### config.mk
export PLATFORM = sky130hd
export DESIGN_NAME = assf_top
export DESIGN_NICKNAME = d
export VERILOG_FILES = /design/src/rtl/assf_pkg.sv /design/src/rtl/assf_channel.sv /design/src/rtl/assf_top.sv
export SDC_FILE = /design/constraint.sdc
export NUM_CORES = 1
export LEC_CHECK = 0
export BUFFER_PORTS_ARGS = -buffer_cell sky130_fd_sc_hd__buf_4
export CORE_AREA = 2 2 93 95
export DETAILED_ROUTE_END_ITERATION = 10
export DIE_AREA = 0 0 95 97
export PLACE_DENSITY = 0.88
export SLEW_MARGIN = 0
export SYNTH_ARGS = -nofsm -noshare
export SYNTH_HDL_FRONTEND = slang
export SYNTH_SLANG_ARGS = --single-unit
### constraint.sdc
create_clock -name mclk -period 2.5 [get_ports mclk]
set_clock_uncertainty 0.05 [all_clocks]
set_input_delay 0.25 -clock mclk [delete_from_list [all_inputs] [get_ports mclk]]
set_output_delay 0.25 -clock mclk [all_outputs]
set_load 0.03 [all_outputs]
### src/rtl/assf_pkg.sv
// package: register map, field positions and reset values for the serial status block
// Function
// parity error sets flag when parity checking enabled
// error clear bit, carrier, halt, reset clear errors
// stop bit sampled zero sets framing error
// receive enable requests irq on receive flags
// channel 0 carrier rising edge requests irq
// carrier status bit set while carrier high
// carrier bit clears on status read after fall
// carrier status holds channel 0 receiver reset
// holding write clears empty, shift load sets
// halt mode and reset force empty flag
// clear-to-send high holds empty flag low
// transmit irq when enable and empty set
// loaded byte sets full, data read clears
// byte completes while full sets overrun
// handshake select routes shared pin function
// status writes change only writable bits
`default_nettype none
package assf_pkg;
  // byte addresses of the registers
  localparam logic [7:0] ADDR_CTRL0   = 8'h00; // control: parity select, error clear
  localparam logic [7:0] ADDR_CTRL1   = 8'h04;
  localparam logic [7:0] ADDR_ASYNC_CHAN0_STATUS   = 8'h08; // channel 0 status (offset chosen)
  localparam logic [7:0] ADDR_ASYNC_CHAN1_STATUS   = 8'h14; // channel 1 status, printed 0x05 as index
  localparam logic [7:0] ASYNC_CHAN1_STATUS_INDEX  = 8'h05;
  localparam logic [7:0] ADDR_IRQST   = 8'h18; // sticky event status, write one to clear
  localparam logic [7:0] ADDR_IRQMSK  = 8'h1c; // event mask
  localparam logic [7:0] ADDR_MODE    = 8'h20; // bit0 io halt mode
  // status field positions
  localparam int BIT_FULL  = 7;
  localparam int BIT_OVERRUN_FLAG  = 6;
  localparam int BIT_PERR  = 5;
  localparam int BIT_FERR  = 4;
  localparam int BIT_RIE   = 3;
  localparam int BIT_CD    = 2; // chan0 carrier; chan1 handshake select
  localparam int BIT_TEMP  = 1;
  localparam int BIT_TIE   = 0;
  // control field positions
  localparam int BIT_PSEL  = 1; // parity select
  localparam int BIT_EFC   = 3; // error flag clear, writing 0 clears
  // irq status layout: bit0 chan0 rx, bit1 chan0 tx, bit2 chan1 rx, bit3 chan1 tx
  localparam int NIRQ      = 4;
  localparam logic [7:0] STAT_RESET = 8'h02;
  localparam logic [7:0] CTRL_RESET = 8'h08;
  localparam logic [1:0] RESP_OKAY  = 2'b00;
  localparam logic [1:0] RESP_SLVERR = 2'b10;
endpackage
`default_nettype wire

### src/rtl/assf_channel.sv
// one channel's status flags and interrupt requests
`default_nettype none
module assf_channel
  import assf_pkg::*;
#(
  parameter bit HAS_CARRIER = 1'b1
) (
  input  wire logic       mclk,
  input  wire logic       nrst,
  input  wire logic       haltMode,     // io halt mode
  input  wire logic       carrierSync,  // synchronised carrier-detect pin
  input  wire logic       ctsSync,      // synchronised clear-to-send
  input  wire logic       paritySelect, // parity checking enabled
  input  wire logic       errClearWr,   // control written with clear bit 0
  input  wire logic       rxDone,       // shift register completed a byte
  input  wire logic       rxParityBad,
  input  wire logic       rxStopBad,
  input  wire logic       rdDataRd,     // holding register read
  input  wire logic       statRd,       // status register read
  input  wire logic       txWr,         // byte written to holding register
  input  wire logic       txLoad,       // byte moved to shift register
  input  wire logic       statWr,
  input  wire logic [7:0] statWdata,
  output logic      [7:0] status,
  output logic            rxReset,
  output logic            rxIrq,
  output logic            txIrq
);
  // all channel state
  typedef struct packed {
    logic full, overrun_flag, perr, ferr, receive_irq_enable, sel, cd, temp, transmit_irq_enable;
    logic cdPrev;  // previous carrier level
    logic cdFell;  // fall seen, awaiting status read
    logic rxIrq;
  } assf_chan_t;
  assf_chan_t s_q, s_d;
  logic errClr;
  logic rxGate;

  // next-state logic
  always_comb begin
    s_d    = s_q;
    errClr = errClearWr | (HAS_CARRIER & carrierSync) | haltMode;
    rxGate = rxDone & ~(HAS_CARRIER & s_q.cd);
    s_d.cdPrev = carrierSync;
    // receive holding full
    if (rdDataRd || (HAS_CARRIER && carrierSync) || haltMode) begin
      s_d.full = 1'b0;
    end
    if (rxGate) begin
      s_d.full = 1'b1;
    end
    // error flags, set wins over clear
    if (errClr) begin
      s_d.overrun_flag = 1'b0;
      s_d.perr = 1'b0;
      s_d.ferr = 1'b0;
    end
    if (rxGate && s_q.full) begin
      s_d.overrun_flag = 1'b1;
    end
    if (rxGate && rxParityBad && paritySelect) begin
      s_d.perr = 1'b1;
    end
    if (rxGate && rxStopBad) begin
      s_d.ferr = 1'b1;
    end
    // carrier status
    if (HAS_CARRIER) begin
      if (s_q.cdPrev && !carrierSync) begin
        s_d.cdFell = 1'b1;
      end
      if (statRd && s_q.cdFell && !carrierSync) begin
        s_d.cd     = 1'b0;
        s_d.cdFell = 1'b0;
      end
      if (carrierSync) begin
        s_d.cd = 1'b1;
      end
    end
    // transmit holding empty
    if (txWr) begin
      s_d.temp = 1'b0;
    end
    if (txLoad) begin
      s_d.temp = 1'b1;
    end
    if (ctsSync) begin
      s_d.temp = 1'b0;
    end
    if (haltMode) begin
      s_d.temp = 1'b1;
    end
    // writable bits only
    if (statWr) begin
      s_d.receive_irq_enable = statWdata[BIT_RIE];
      s_d.transmit_irq_enable = statWdata[BIT_TIE];
      if (!HAS_CARRIER) begin
        s_d.sel = statWdata[BIT_CD];
      end
    end
    // receive request pulses on flag set or carrier rise
    s_d.rxIrq = s_q.receive_irq_enable & (((s_d.full & ~s_q.full) | (s_d.overrun_flag & ~s_q.overrun_flag) | (s_d.perr & ~s_q.perr)
              | (s_d.ferr & ~s_q.ferr)) | (HAS_CARRIER & carrierSync & ~s_q.cdPrev));
  end

  // state register
  always_ff @(posedge mclk) begin
    if (!nrst) begin
      s_q      <= '0;
      s_q.temp <= 1'b1;
    end else begin
      s_q <= s_d;
    end
  end

  assign status  = {s_q.full, s_q.overrun_flag, s_q.perr, s_q.ferr, s_q.receive_irq_enable,
                    HAS_CARRIER ? s_q.cd : s_q.sel, s_q.temp, s_q.transmit_irq_enable};
  assign rxReset = HAS_CARRIER & s_q.cd;
  assign rxIrq   = s_q.rxIrq;
  assign txIrq   = s_q.transmit_irq_enable & s_q.temp;
endmodule
`default_nettype wire

### src/rtl/assf_top.sv
// top: bus slave, pin synchronisers, two channels and interrupt aggregation
//
// The AXI4-Lite register port was left to the implementer.
`default_nettype none
module assf_top
  import assf_pkg::*;
(
  input  wire logic       mclk,
  input  wire logic       nrst,
  // axi4-lite slave
  // write address channel
  input  wire logic [7:0] s_axi_awaddr,
  input  wire logic       s_axi_awvalid,
  output logic            s_axi_awready,
  // write data channel
  input  wire logic [31:0] s_axi_wdata,
  input  wire logic [3:0] s_axi_wstrb,
  input  wire logic       s_axi_wvalid,
  output logic            s_axi_wready,
  // write response channel
  output logic      [1:0] s_axi_bresp,
  output logic            s_axi_bvalid,
  input  wire logic       s_axi_bready,
  // read address channel
  input  wire logic [7:0] s_axi_araddr,
  input  wire logic       s_axi_arvalid,
  output logic            s_axi_arready,
  // read data channel
  output logic     [31:0] s_axi_rdata,
  output logic      [1:0] s_axi_rresp,
  output logic            s_axi_rvalid,
  input  wire logic       s_axi_rready,
  // pins
  input  wire logic       carrierDetectIn,  // channel 0 carrier detect
  input  wire logic       cts0In,           // channel 0 clear-to-send
  input  wire logic       sharedPin1,       // channel 1 cts or clocked-serial rx
  // receiver / transmitter events, same clock
  input  wire logic [1:0] rxDone,
  // qualifiers valid with the completion pulse
  input  wire logic [1:0] rxParityBad,
  input  wire logic [1:0] rxStopBad,
  // holding register strobes from the data path
  input  wire logic [1:0] rdDataRd,
  input  wire logic [1:0] txWr,
  input  wire logic [1:0] txLoad,
  // registered outputs: receiver holds, shared-pin data, request
  output logic      [1:0] rxResetOut,
  output logic            clockedSerialRx,
  output logic            irq
);
  // bus writes land one cycle after both halves are held
  // reads answer one edge after the address is taken
  // pins pass two flip-flops before any logic sees them
  // all top-level state, registered as one word
  typedef struct packed {
    // pin synchronisers, two stages each
    logic [1:0] s0, s1, s2;       // carrier, cts0, shared pin
    // write address and data capture
    logic       awPend, wPend;    // item taken, write not yet done
    logic       awRdy, wRdy;      // registered ready outputs
    logic [7:0] awAddr;           // captured write address
    logic [7:0] wData;            // captured write byte
    logic       wByte0;           // lane 0 strobe of the captured word
    // write response
    logic       bvalid;           // response pending
    logic [1:0] bresp;            // response code
    // read channel
    logic       arRdy;            // registered read address ready
    logic       rvalid;           // read data pending
    logic [7:0] rdata;            // read byte, upper lanes zero
    logic [1:0] rresp;            // read response code
    // software registers
    logic [7:0] ctrl0, ctrl1;     // per-channel control
    logic       halt;             // io halt mode
    // interrupt aggregation
    logic [NIRQ-1:0] ist, imask;  // sticky events and their mask
    // registered pin-side outputs
    logic [1:0] rxRst;            // receiver hold per channel
    logic       csRx;             // clocked-serial receive data
    logic       irq;              // level request
  } assf_top_t;
  assf_top_t t_q, t_d;            // present and next state

  // status words shown by the channels
  logic [7:0] async_chan0_status, async_chan1_status;
  // receive request pulses and transmit request levels
  logic [1:0] rxIrqP, txIrqL;
  // bus strobes: write done, read taken, status reads
  logic       doWr, doRd, stat0Rd, stat1Rd;
  // per-channel error clear and status write strobes
  logic [1:0] errWr, statWr;
  // channel 1 clear-to-send after pin steering
  logic       cts1;
  // new events into the sticky status
  logic [NIRQ-1:0] ev;

  // shared pin steering on handshake select
  // select 1: the pin is channel 1 clear-to-send
  // select 0: the pin feeds the clocked-serial receiver instead
  assign cts1 = async_chan1_status[BIT_CD] & t_q.s2[1];

  // channel 0: carrier-detect pin present, own clear-to-send pin
  // its receiver hold is taken from the status word and registered here
  // its status read strobe drives the carrier clearing
  assf_channel #(.HAS_CARRIER(1'b1)) u_ch0 (
    .mclk        (mclk),
    .nrst        (nrst),
    .haltMode    (t_q.halt),
    .carrierSync (t_q.s0[1]),
    .ctsSync     (t_q.s1[1]),
    .paritySelect(t_q.ctrl0[BIT_PSEL]),
    .errClearWr  (errWr[0]),
    .rxDone      (rxDone[0]),
    .rxParityBad (rxParityBad[0]),
    .rxStopBad   (rxStopBad[0]),
    .rdDataRd    (rdDataRd[0]),
    .statRd      (stat0Rd),
    .txWr        (txWr[0]),
    .txLoad      (txLoad[0]),
    .statWr      (statWr[0]),
    .statWdata   (t_q.wData),
    .status      (async_chan0_status),
    .rxReset     (),
    .rxIrq       (rxIrqP[0]),
    .txIrq       (txIrqL[0])
  );
  // channel 1: no carrier pin, handshake select in place of carrier bit
  // clear-to-send only reaches it through the shared pin steering
  // its receiver is never held
  assf_channel #(.HAS_CARRIER(1'b0)) u_ch1 (
    .mclk        (mclk),
    .nrst        (nrst),
    .haltMode    (t_q.halt),
    .carrierSync (1'b0),
    .ctsSync     (cts1),
    .paritySelect(t_q.ctrl1[BIT_PSEL]),
    .errClearWr  (errWr[1]),
    .rxDone      (rxDone[1]),
    .rxParityBad (rxParityBad[1]),
    .rxStopBad   (rxStopBad[1]),
    .rdDataRd    (rdDataRd[1]),
    .statRd      (stat1Rd),
    .txWr        (txWr[1]),
    .txLoad      (txLoad[1]),
    .statWr      (statWr[1]),
    .statWdata   (t_q.wData),
    .status      (async_chan1_status),
    .rxReset     (),
    .rxIrq       (rxIrqP[1]),
    .txIrq       (txIrqL[1])
  );

  // bus decode and register next state
  // every field holds unless a branch below moves it
  // strobe outputs of this process get values on every path
  always_comb begin
    t_d = t_q;
    // synchronisers: stage 0 read only by stage 1
    // only stage 1 feeds logic, so a metastable stage 0 never spreads
    t_d.s0 = {t_q.s0[0], carrierDetectIn};
    t_d.s1 = {t_q.s1[0], cts0In};
    t_d.s2 = {t_q.s2[0], sharedPin1};
    // write channels, either order
    // each side is captured once and held until the write is done
    // address half
    if (s_axi_awvalid && s_axi_awready) begin
      t_d.awPend = 1'b1;
      t_d.awAddr = s_axi_awaddr;
    end
    // data half: only lane 0 carries register bits
    if (s_axi_wvalid && s_axi_wready) begin
      t_d.wPend  = 1'b1;
      t_d.wData  = s_axi_wdata[7:0];
      t_d.wByte0 = s_axi_wstrb[0];
    end
    // write happens once both halves are held and no response is pending
    doWr    = t_q.awPend & t_q.wPend & ~t_q.bvalid;
    // strobes idle unless the decode below raises them
    errWr   = 2'b00;
    statWr  = 2'b00;
    if (doWr) begin
      // both halves consumed, response raised
      t_d.awPend = 1'b0;
      t_d.wPend  = 1'b0;
      t_d.bvalid = 1'b1;
      // okay unless the decode finds no register
      t_d.bresp  = RESP_OKAY;
      // decode the held address; lane 0 strobe gates every store
      unique case (t_q.awAddr)
        // control: a zero in the clear bit clears the errors
        ADDR_CTRL0:  if (t_q.wByte0) begin
          t_d.ctrl0 = t_q.wData;
          errWr[0]  = ~t_q.wData[BIT_EFC];
        end
        // channel 1 control, same layout
        ADDR_CTRL1:  if (t_q.wByte0) begin
          t_d.ctrl1 = t_q.wData;
          errWr[1]  = ~t_q.wData[BIT_EFC];
        end
        // status writes reach only the writable bits
        ADDR_ASYNC_CHAN0_STATUS:  statWr[0] = t_q.wByte0;
        ADDR_ASYNC_CHAN1_STATUS:  statWr[1] = t_q.wByte0;
        // write one to clear the sticky events
        ADDR_IRQST:  if (t_q.wByte0) begin
          t_d.ist = t_q.ist & ~t_q.wData[NIRQ-1:0];
        end
        // mask is plain storage
        ADDR_IRQMSK: if (t_q.wByte0) begin
          t_d.imask = t_q.wData[NIRQ-1:0];
        end
        // bit 0 enters or leaves io halt mode
        ADDR_MODE:   if (t_q.wByte0) begin
          t_d.halt = t_q.wData[0];
        end
        // unmapped write: no effect, error response
        default:     t_d.bresp = RESP_SLVERR;
      endcase
    end
    // response retires at the edge that sees bready
    if (t_q.bvalid && s_axi_bready) begin
      t_d.bvalid = 1'b0;
    end
    // read channel
    // address taken only while no read data is pending
    // status reads are flagged to the channels for carrier clearing
    // read strobes are combinational from the bus inputs
    doRd    = s_axi_arvalid & s_axi_arready;
    stat0Rd = doRd & (s_axi_araddr == ADDR_ASYNC_CHAN0_STATUS);
    stat1Rd = doRd & (s_axi_araddr == ADDR_ASYNC_CHAN1_STATUS);
    if (doRd) begin
      // data pending until rready is seen
      t_d.rvalid = 1'b1;
      // okay unless the decode finds no register
      t_d.rresp  = RESP_OKAY;
      // data captured at the take edge, shown with rvalid
      unique case (s_axi_araddr)
        ADDR_CTRL0:  t_d.rdata = t_q.ctrl0;
        ADDR_CTRL1:  t_d.rdata = t_q.ctrl1;
        ADDR_ASYNC_CHAN0_STATUS:  t_d.rdata = async_chan0_status;
        ADDR_ASYNC_CHAN1_STATUS:  t_d.rdata = async_chan1_status;
        ADDR_IRQST:  t_d.rdata = {4'h0, t_q.ist};
        ADDR_IRQMSK: t_d.rdata = {4'h0, t_q.imask};
        ADDR_MODE:   t_d.rdata = {7'h00, t_q.halt};
        // unmapped read: zero data, error response
        default: begin
          t_d.rdata = 8'h00;
          t_d.rresp = RESP_SLVERR;
        end
      endcase
    end
    // read data retires at the edge that sees rready
    if (t_q.rvalid && s_axi_rready) begin
      t_d.rvalid = 1'b0;
    end
    // sticky events, set wins over clear
    // transmit levels keep re-setting their bit while they stand
    ev     = {txIrqL[1], rxIrqP[1], txIrqL[0], rxIrqP[0]};
    t_d.ist = t_d.ist | ev;
    // request follows the next status so it moves with it
    t_d.irq = |(t_d.ist & t_d.imask);
    // receiver hold: channel 0 only, channel 1 has no carrier
    t_d.rxRst = {1'b0, async_chan0_status[BIT_CD]};
    // shared pin to the clocked-serial side while select is 0
    t_d.csRx  = ~async_chan1_status[BIT_CD] & t_q.s2[1];
    // ready outputs registered from the next pending state
    // so each output comes straight from a flip-flop
    t_d.awRdy = ~t_d.awPend;
    t_d.wRdy  = ~t_d.wPend;
    t_d.arRdy = ~t_d.rvalid;
  end

  // state register, synchronous reset
  // nothing pending after reset, so all three readies start high
  always_ff @(posedge mclk) begin
    if (!nrst) begin
      t_q       <= '0;
      t_q.ctrl0 <= CTRL_RESET;
      t_q.ctrl1 <= CTRL_RESET;
      t_q.awRdy <= 1'b1;
      t_q.wRdy  <= 1'b1;
      t_q.arRdy <= 1'b1;
    end else begin
      // otherwise take the whole next state
      t_q <= t_d;
    end
  end

  // outputs, each straight from a state bit
  // write channel readies and response
  assign s_axi_awready   = t_q.awRdy;
  assign s_axi_wready    = t_q.wRdy;
  assign s_axi_bvalid    = t_q.bvalid;
  assign s_axi_bresp     = t_q.bresp;
  // read channel
  assign s_axi_arready   = t_q.arRdy;
  assign s_axi_rvalid    = t_q.rvalid;
  // rdata: upper three lanes always zero
  assign s_axi_rdata     = {24'h000000, t_q.rdata};
  assign s_axi_rresp     = t_q.rresp;
  // pin-side and interrupt outputs
  assign rxResetOut      = t_q.rxRst;
  assign clockedSerialRx = t_q.csRx;
  assign irq             = t_q.irq;
endmodule
`default_nettype wire
# Yosys cells after proc, flatten, opt, wreduce, memory -nomap -nowiden

Index checks and enable logic that the tools add are counted.

Flip-flop bits (word level): 91
Input bits: 74
Output and inout bits: 45
Logic and storage cells: 181

Equality and inequality tests: 12
Muxes and demuxes: 40
Bitwise operators: 51
Reductions and logical operators: 33

Operators by type and width:

| cell                                                            | count |
|---|---|
| 8-bit case mux with 7 select lines                              | 1 |
| 8-bit by 5-bit == test with 1-bit output, second input constant | 6 |
| 1-bit 2-to-1 mux                                                | 26 |
| 1-bit AND                                                       | 20 |
| 1-bit NOT                                                       | 17 |
| 8-bit by 3-bit == test with 1-bit output, second input constant | 2 |
| 8-bit by 4-bit == test with 1-bit output, second input constant | 2 |
| 8-bit by 6-bit == test with 1-bit output, second input constant | 2 |
| 8-bit logical NOT                                               | 2 |
| 4-bit 2-to-1 mux                                                | 4 |
| 1-bit logical AND                                               | 15 |
| 7-bit OR reduction                                              | 2 |
| 11-bit 2-to-1 mux                                               | 1 |
| 2-bit 2-to-1 mux                                                | 5 |
| 1-bit bitwise OR                                                | 10 |
| 3-bit AND reduction                                             | 3 |
| 4-bit AND                                                       | 2 |
| 8-bit 2-to-1 mux                                                | 1 |
| 3-bit 2-to-1 mux                                                | 2 |
| 3-bit nonzero test                                              | 2 |
| 2-bit OR reduction                                              | 3 |
| 4-bit NOT                                                       | 1 |
| 4-bit bitwise OR                                                | 1 |
| 4-bit OR reduction                                              | 1 |
| 3 further kinds                                                 | 5 |

# Longest topological paths before layout

Gate-level depths: netlist of run 1.

Depth after elaboration: 14
Gate-level depth with buffers: 6
Depth with buffers taken out: 5

# Hierarchy

Synthesis of run 1 repeated with hierarchy kept, for this count alone.

Cell total of the unflattened synthesis: 450
Area, all modules: 4179.0 um2

By module, submodules not included:

| module                | times used | cells an instance | area each (um2) | sequential area each (um2) |
|---|---|---|---|---|
| assf_top              | 1          | 360               | 3325.7          | 1361.3 |
| assf_channel at u_ch0 | 1          | 54                | 488.0           | 220.2 |
| assf_channel at u_ch1 | 1          | 36                | 365.4           | 180.2 |

# Worst setup path after synthesis of run 1

OpenSTA, ideal clock, no wires.

Kind: register to register
From: reg t_q[60] (netlist bit)
To: reg u_ch0.s_q (netlist bit u_ch0.status[5])
Library setup time: 117 ps
Arrival: 1808 ps
Data required time: 2333 ps
Path slack: 525 ps
Cell stages (with the launch flop): 6
Buffers on the path: 0
Period minus slack after synthesis: 1975 ps
Cell sequence: dfxtp_1 -> or4_4 -> nor4b_4 -> nand2_4 -> o211a_1 -> a32o_1

Word-level cells in the longest chain between the ends: 7

RTL lines:

| what                          | RTL line           | source |
|---|---|---|
| start: declaration            | assf_top.sv:82     | `assf_top_t t_q, t_d;` |
| start signal: assignment      | assf_top.sv:284    | `t_q <= t_d;` |
| 8-bit logical NOT             | assf_top.sv:189    | `unique case (t_q.awAddr)` |
| 1-bit 2-to-1 mux              | assf_top.sv:189    |  |
| 2-bit 2-to-1 mux              | assf_top.sv:181    | `if (doWr) begin` |
| 1-bit bitwise OR (2 in a row) | assf_channel.sv:43 | `errClr = errClearWr \| (HAS_CARRIER & carrierSync) \| haltMode;` |
| 3-bit 2-to-1 mux              | assf_channel.sv:54 | `if (errClr) begin` |
| 1-bit 2-to-1 mux              | assf_channel.sv:62 | `if (rxGate && rxParityBad && paritySelect) begin` |
| end: declaration              | assf_channel.sv:36 | `assf_chan_t s_q, s_d;` |

No other way between the ends.
A chain may end at the register's enable or synchronous reset.

# Worst setup path in the final report of run 1

From: reg t_q[60] (netlist bit)
To: reg t_q[16] (netlist bit)

Word-level cells in the longest chain between the ends: 2

RTL lines:

| what                                     | RTL line |
|---|---|
| 8-bit by 3-bit == test with 1-bit output | assf_top.sv:189 |
| 3-bit AND reduction (no line)            | -- |

No other way between the ends.

==> impl_metrics.yaml, run 1 <==
status:
  status: "finished clean"
placement:
  gp_congestion: 0.901
  place_hpwl_um: 6480
  placement.io_buffers: 64
  place_area_um2: 4500
synthesis:
  synth_top_area_share_pct: 42.7
  avgSynthCellArea_um2: 8.80
  synth-warning-count: 0
  synth-edff-count: 0
  synth_cell_types: 52
  syn_inst: 469
  async_reset_ff_share_pct: 0
  ys.flop_type: "dfxtp_1"
  synth-seq-cells: 88
  netlist_area_um2: 4130
  ys_top_cells_by_area: "dfxtp_1 43%, nand2_1 7.4%, buf_4 6.9%"
  synth_area_leader_cell: "dfxtp_1"
  yosysSeqAreaShare_pct: 42.7
critical_path:
  startpoint_type: "flop"
  cp_cell_sequence: "or4_4, nor4b_4, nand3b_1, nand2_1, o211ai_1"
  r2r_cells: 5
  r2r_start: "t_q[60]"
  crit_family: "simple AND/OR/NAND/NOR gates"
  cp_max_fo: 9
  cp_num_buf_inv: 0
  endpoint_kind: "flop"
  rrSetupSlack_ns: 0.31
  critPathKind: "flop to flop"
  r2r_end: "t_q[16]"
  critPathArrivalTime_ns: 2.36
  cpMaxStageDelayCell: "or4_4"
  cp_data_required_time_ns: 2.67
  slowest_delay_ns: 0.57
floorplan:
  row_count: 33
  fp.dieW_um: 95
  die_area_um2: 9220
  die_h_um: 97
  io_pins: 119
  fp.coreArea_um2: 8130
  initial_core_util_pct: 50.8
route:
  drt_iter0_drc: 275
  vias_per_cell: 5.44
  dr.pass1.iters: 5
  num_vias: 3403
  antenna_left: 0
  routedWlPerCell_um: 14.2
  drt_wl_total_um: 8910
  drcViolationCount: 0
cts:
  cts_resized: 0
  clock_latency_ns: 0.36
  cts_hold_buf: 0
  clk_pin_slew_ns: 0.09
  post_cts_buffers: 0
  clockRootBuffer: "clkbuf_8"
  cts_sinks: 88
  cts_tree: "built"
  clockBufferDepth: 2
  cts_max_level: 3
  numCtsBuffers: 9
power:
  p_comb_share_pct: 11.4
  ir_worst_vdd_mv: 0.287
  intPower_mw: 2.08
  seqPwrFrac_pct: 52.9
  switching_share_pct: 26.7
  p_per_area_nw_per_um2: 602
  p_leak_nw: 1.96
  switchingPower_mw: 0.756
  clkPwrFrac_pct: 35.7
sta:
  fmax_mhz: 457
  fin_tns_setup_ns: 0
  min_period_ns: 2.19
  rsz0062_at_grt: "no"
  drv_slew: 0
  finalSetupViolations: 0
  maxSlewHeadroom_pct: 66.2
  final-hold-violation-count: 0
  worst_pin_slew_ns: 0.506
  fin_crit_sh_pct: 87.6
finish:
  drive_gt1_share_pct: 18.1
  antenna_cells: 0
  stdcell_area_um2: 4710
  nets: 589
  layout-area-overhead-vs-synth_pct: 14.0
  final_common_cell: "dfxtp_1"
  layout_common_cells: "88 x dfxtp_1, 81 x nand2_1, 67 x buf_4"
  fill_cells: 720
min_path:
  worstHoldPathCells: 2
  holdPathEnd: "t_d[68]"
  hp-start: "cts0In"
  hold_class: "primary input to flop"
grt:
  grt_max_degree: 45
  antenna_found_initial: 0
  grt_pass1_wl_um: 14500
  track_usage_pct: 19.9
  first_global_vias: 3172
  overflow: 0
job:
  maxCapViolations: 0
[power by group through the flow]
| stage | clock network [mW] | registers (mW) | logic (mW) |
|---|---|---|---|
| finish | 1.01 | 1.50 | 0.324 |
| global route | 1.10 | 1.51 | 0.354 |
| CTS | 1.02 | 1.50 | 0.324 |
| detailed placement | 0 | 1.53 | 0.323 |
| global placement | 0 | 1.53 | 0.316 |
| floorplan | 0 | 1.52 | 0.253 |
[area by class of cell]
class,count,area [µm²],area share (%)
multi-input cells,341,2070,44.1
flip-flops and latches,88,1760,37.4
clock inverters,5,63.8,1.36
well taps,105,131,2.79
clock buffers,11,141,3.00
repair buffers,67,503,10.7
inverters,8,30.0,0.638
[state kept, by name, summed over array words and instances (netlist names), 2 cells and up]
register      flops
t_q              47
s_axi_rdata       8
u_ch1.status      8
u_ch0.status      7
t_d               3
u_ch0.s_q         2
[worst reg2reg max path, stage by stage (launching register included)]
cell and delay, ns:
dfxtp_1 0.34, or4_4 0.57, nor4b_4 0.41, nand3b_1 0.41, nand2_1 0.17, o211ai_1 0.11
[logic make-up after synthesis]
family / after synthesis / synth area share [%]
buffers and inverters: 66 / 9.45
multiplexers: 19 / 4.70
AO/OA/AOI/OAI: 107 / 18.7
other: 1 / 0.0908
flip-flops: 88 / 42.7
AND/OR/NAND/NOR: 188 / 24.4
[cell usage after synthesis (2+ instances only)]
cell       number
nand3b_1        3
a21oi_1        11
o21ai_0        18
o2111ai_1       2
a32o_1          3
and2_1         16
o31ai_1         2
nand3_1         9
o22ai_1         3
or4_4           2
and4b_1         2
and4_1          2
o21a_1          6
o211a_1         2
a21boi_0       26
or2_2           2
clkbuf_1       18
dfxtp_1        88
nand2_1        81
a222oi_1        2
mux2i_1        16
nor2b_1        24
or3_1           2
o211ai_1        2
buf_4          38
nand2b_1        4
and3b_1         3
nor3_1          7
nand4_1         4
nor2_1         17
a21boi_1        7
a22o_1         13
a22oi_1         2
mux2_2          3
inv_1           8
a221oi_1        3
nor3b_1         2
buf_1           2
[per-stage QoR]
stage	power, mW	utilization [%]	cells	hold WS, ns	worst slack [ns]
3_3_place_gp	1.84	55.3	609	0.364	0.392
4_1_cts	2.85	57.9	625	0.0491	0.287
6_report	2.83	57.9	625	0.0519	0.310
5_1_grt	2.96	57.9	625	0.0459	0.156
2_1_floorplan	1.77	-	495	0.324	0.525
3_5_place_dp	1.85	55.3	609	0.372	0.290
[worst max path at each step]
| stage | startpoint | end | slack, ns | cells after the start |
|---|---|---|---|---|
| after floorplan | t_q[60] | u_ch0.status[5] | 0.52 | 5 |
| after global placement | t_q[60] | t_q[16] | 0.39 | 5 |
| after detailed placement | t_q[60] | t_q[16] | 0.29 | 5 |
| after CTS | t_q[60] | t_q[16] | 0.29 | 5 |
| after global routing | t_q[60] | t_q[16] | 0.16 | 5 |
| final | t_q[60] | t_q[16] | 0.31 | 5 |
[routing by layer]
metal  global-route usage [%]  vias to the layer above  wire length [µm]
li1                         -                     1666                 -
met1                     27.1                     1560              3970
met2                     31.4                      160              4060
met3                     3.89                       17               741
met4                     6.80                        0               136
met5                        0                        -                 0
(Power assumes the default switching activity.)
==> run 2: changes to the inputs <==
CORE_AREA = 2 2 97 99   (was 2 2 93 95)
DIE_AREA = 0 0 99 101   (was 0 0 95 97)
PLACE_DENSITY = 0.84   (was 0.88)
clock period = 1.9 ns   (was 2.5 ns; I/O delays follow)
==> run 2 against run 1 <==
Net effect:
- the flow now finishes with violations (negative setup slack)
- fmax is 9.4% higher
- cell count increased by 5.6%
- non-clock buffer count up 29
- sequential cell count did not move
- setup slack lost 0.41 ns
- critical path type unchanged
- critical endpoint is now u_ch0.status[5]
- largest cell class unchanged
==> impl_metrics.yaml, run 2 (synthesis gave the netlist of run 1 again) <==
floorplan:
  die_h_um: 101
  fp.dieW_um: 99
  die_area_um2: 10000
  initial_core_util_pct: 46.0
  io_pins: 119
  fp.coreArea_um2: 8980
  row_count: 35
power:
  p_per_area_nw_per_um2: 765
  p_total_mw: 3.86
  p_leak_nw: 2.12
  ir_worst_vdd_mv: 0.416
min_path:
  holdPathEnd: "t_q[53]"
  hp-start: "s_axi_awaddr[0]"
  worstHoldPathCells: 3
  hold_class: "primary input to flop"
route:
  drt_wl_total_um: 9470
  antenna_left: 0
  drt_iter0_drc: 156
  vias_per_cell: 5.24
  num_vias: 3461
  dr.pass1.iters: 4
  routedWlPerCell_um: 14.3
  drcViolationCount: 0
finish:
  multiInputGateArea_um2: 2150
  drive_gt1_share_pct: 25.7
  layout-area-overhead-vs-synth_pct: 22.3
  largest_register: "t_q"
  largest_reg_flops: 47
  final_common_cell: "buf_4"
  regArea_um2: 1770
  nets: 618
  layout.cells.non_filler: 660
  fill_cells: 804
  layout_common_cells: "88 x buf_4, 85 x dfxtp_1, 71 x nand2_1"
  utilization_pct: 56.3
  antenna_cells: 0
grt:
  track_usage_pct: 19.5
  first_global_vias: 3364
  grt_max_degree: 48
  overflow: 0
  antenna_found_initial: 0
  grt_pass1_wl_um: 15600
sta:
  drv_slew: 0
  holdWs_ns: 0.0256
  fin_crit_sh_pct: 105
  rsz0062_at_grt: "yes"
  fmax_mhz: 499
  finalSetupViolations: 22
  final-hold-violation-count: 0
  timing.final.ws_setup_ns: -0.102
  min_period_ns: 2.00
critical_path:
  startpoint_type: "flop"
  r2r_end: "u_ch0.status[5]"
  endpoint_kind: "flop"
  cp_data_required_time_ns: 2.12
  r2r_start: "t_q[60]"
  r2r_cells: 6
  cp_max_fo: 4
  critPathKind: "flop to flop"
  critPathArrivalTime_ns: 2.22
  rrSetupSlack_ns: -0.10
placement:
  gp_congestion: 0.897
  place_worst_setup_slack_ns: -0.116
  place_hpwl_um: 7000
  placement.io_buffers: 64
  dp_cells: 637
cts:
  clock_latency_ns: 0.36
  clockBufferDepth: 2
  cts_max_level: 3
  numCtsBuffers: 9
  cts_sinks: 88
  cts_tree: "built"
  clk_pin_slew_ns: 0.09
  clockRootBuffer: "clkbuf_8"
status:
  status: "complete, but fails checks"
  violations: "negative setup slack"
job:
  maxCapViolations: 0
-- run 2: worst max-delay path by stage --
stage                     startpoint               to  slack, ns  cells after the start
final                        t_q[60]  u_ch0.status[5]      -0.10                      6
after global routing         t_q[60]          t_q[23]      -0.15                      7
after CTS                    t_q[60]          t_q[28]      -0.12                      7
after detailed placement     t_q[60]  u_ch0.status[5]      -0.12                      6
after global placement       t_q[60]  u_ch0.status[5]      -0.04                      6
after floorplan              t_q[60]  u_ch0.status[5]      -0.07                      5
-- run 2: what timing repair did --
action	in CTS	in global routing
resized for setup	19	8
endpoints found under the setup margin	24	28
hold endpoints to repair	4	0
setup buffers	3	0
pin swaps	21	6
hold buffers	4	0
-- run 2: area by class of cell --
| cell class | instances | share of cell area (%) |
|---|---|---|
| clock buffer | 11 | 2.60 |
| clock inverter | 5 | 1.61 |
| inverter | 8 | 0.595 |
| multi-input combinational | 341 | 42.6 |
| sequential | 88 | 35.0 |
| tap | 111 | 2.75 |
| timing repair buffer | 96 | 14.9 |
-- run 2: report_power, final --
part	leakage [nW]	switching [mW]	total, mW	internal (mW)
clock network	0.104	0.655	1.40	0.742
registers	0.718	0.0462	1.95	1.90
logic	1.29	0.295	0.515	0.220
total	2.12	0.996	3.86	2.87
-- run 2: stage by stage --
stage | setup TNS, ns | cell area [µm²]
6_report | -1.13 | 5050
5_1_grt | -2.75 | 5050
4_1_cts | -1.29 | 5030
3_5_place_dp | -1.32 | 4690
3_3_place_gp | -0.184 | 4690
2_1_floorplan | -0.203 | 4230
-- run 2: critical path, stage by stage, from the launching register on --
cell	delay, ns
dfxtp_2	0.33
or4_4	0.55
nor4b_4	0.27
buf_4	0.19
nand2_4	0.05
o211a_4	0.26
a32o_1	0.20
-- run 2: metal layers --
metal | share of wire (%) | wire, µm | vias up | global-route usage [%]
met1 | 42 | 4020 | 1630 | 23.1
met5 | 0 | 0 | - | 0
met3 | 5.7 | 539 | 10 | 4.23
met2 | 51 | 4780 | 104 | 34.8
li1 | - | - | 1717 | -
met4 | 1.4 | 129 | 0 | 6.64
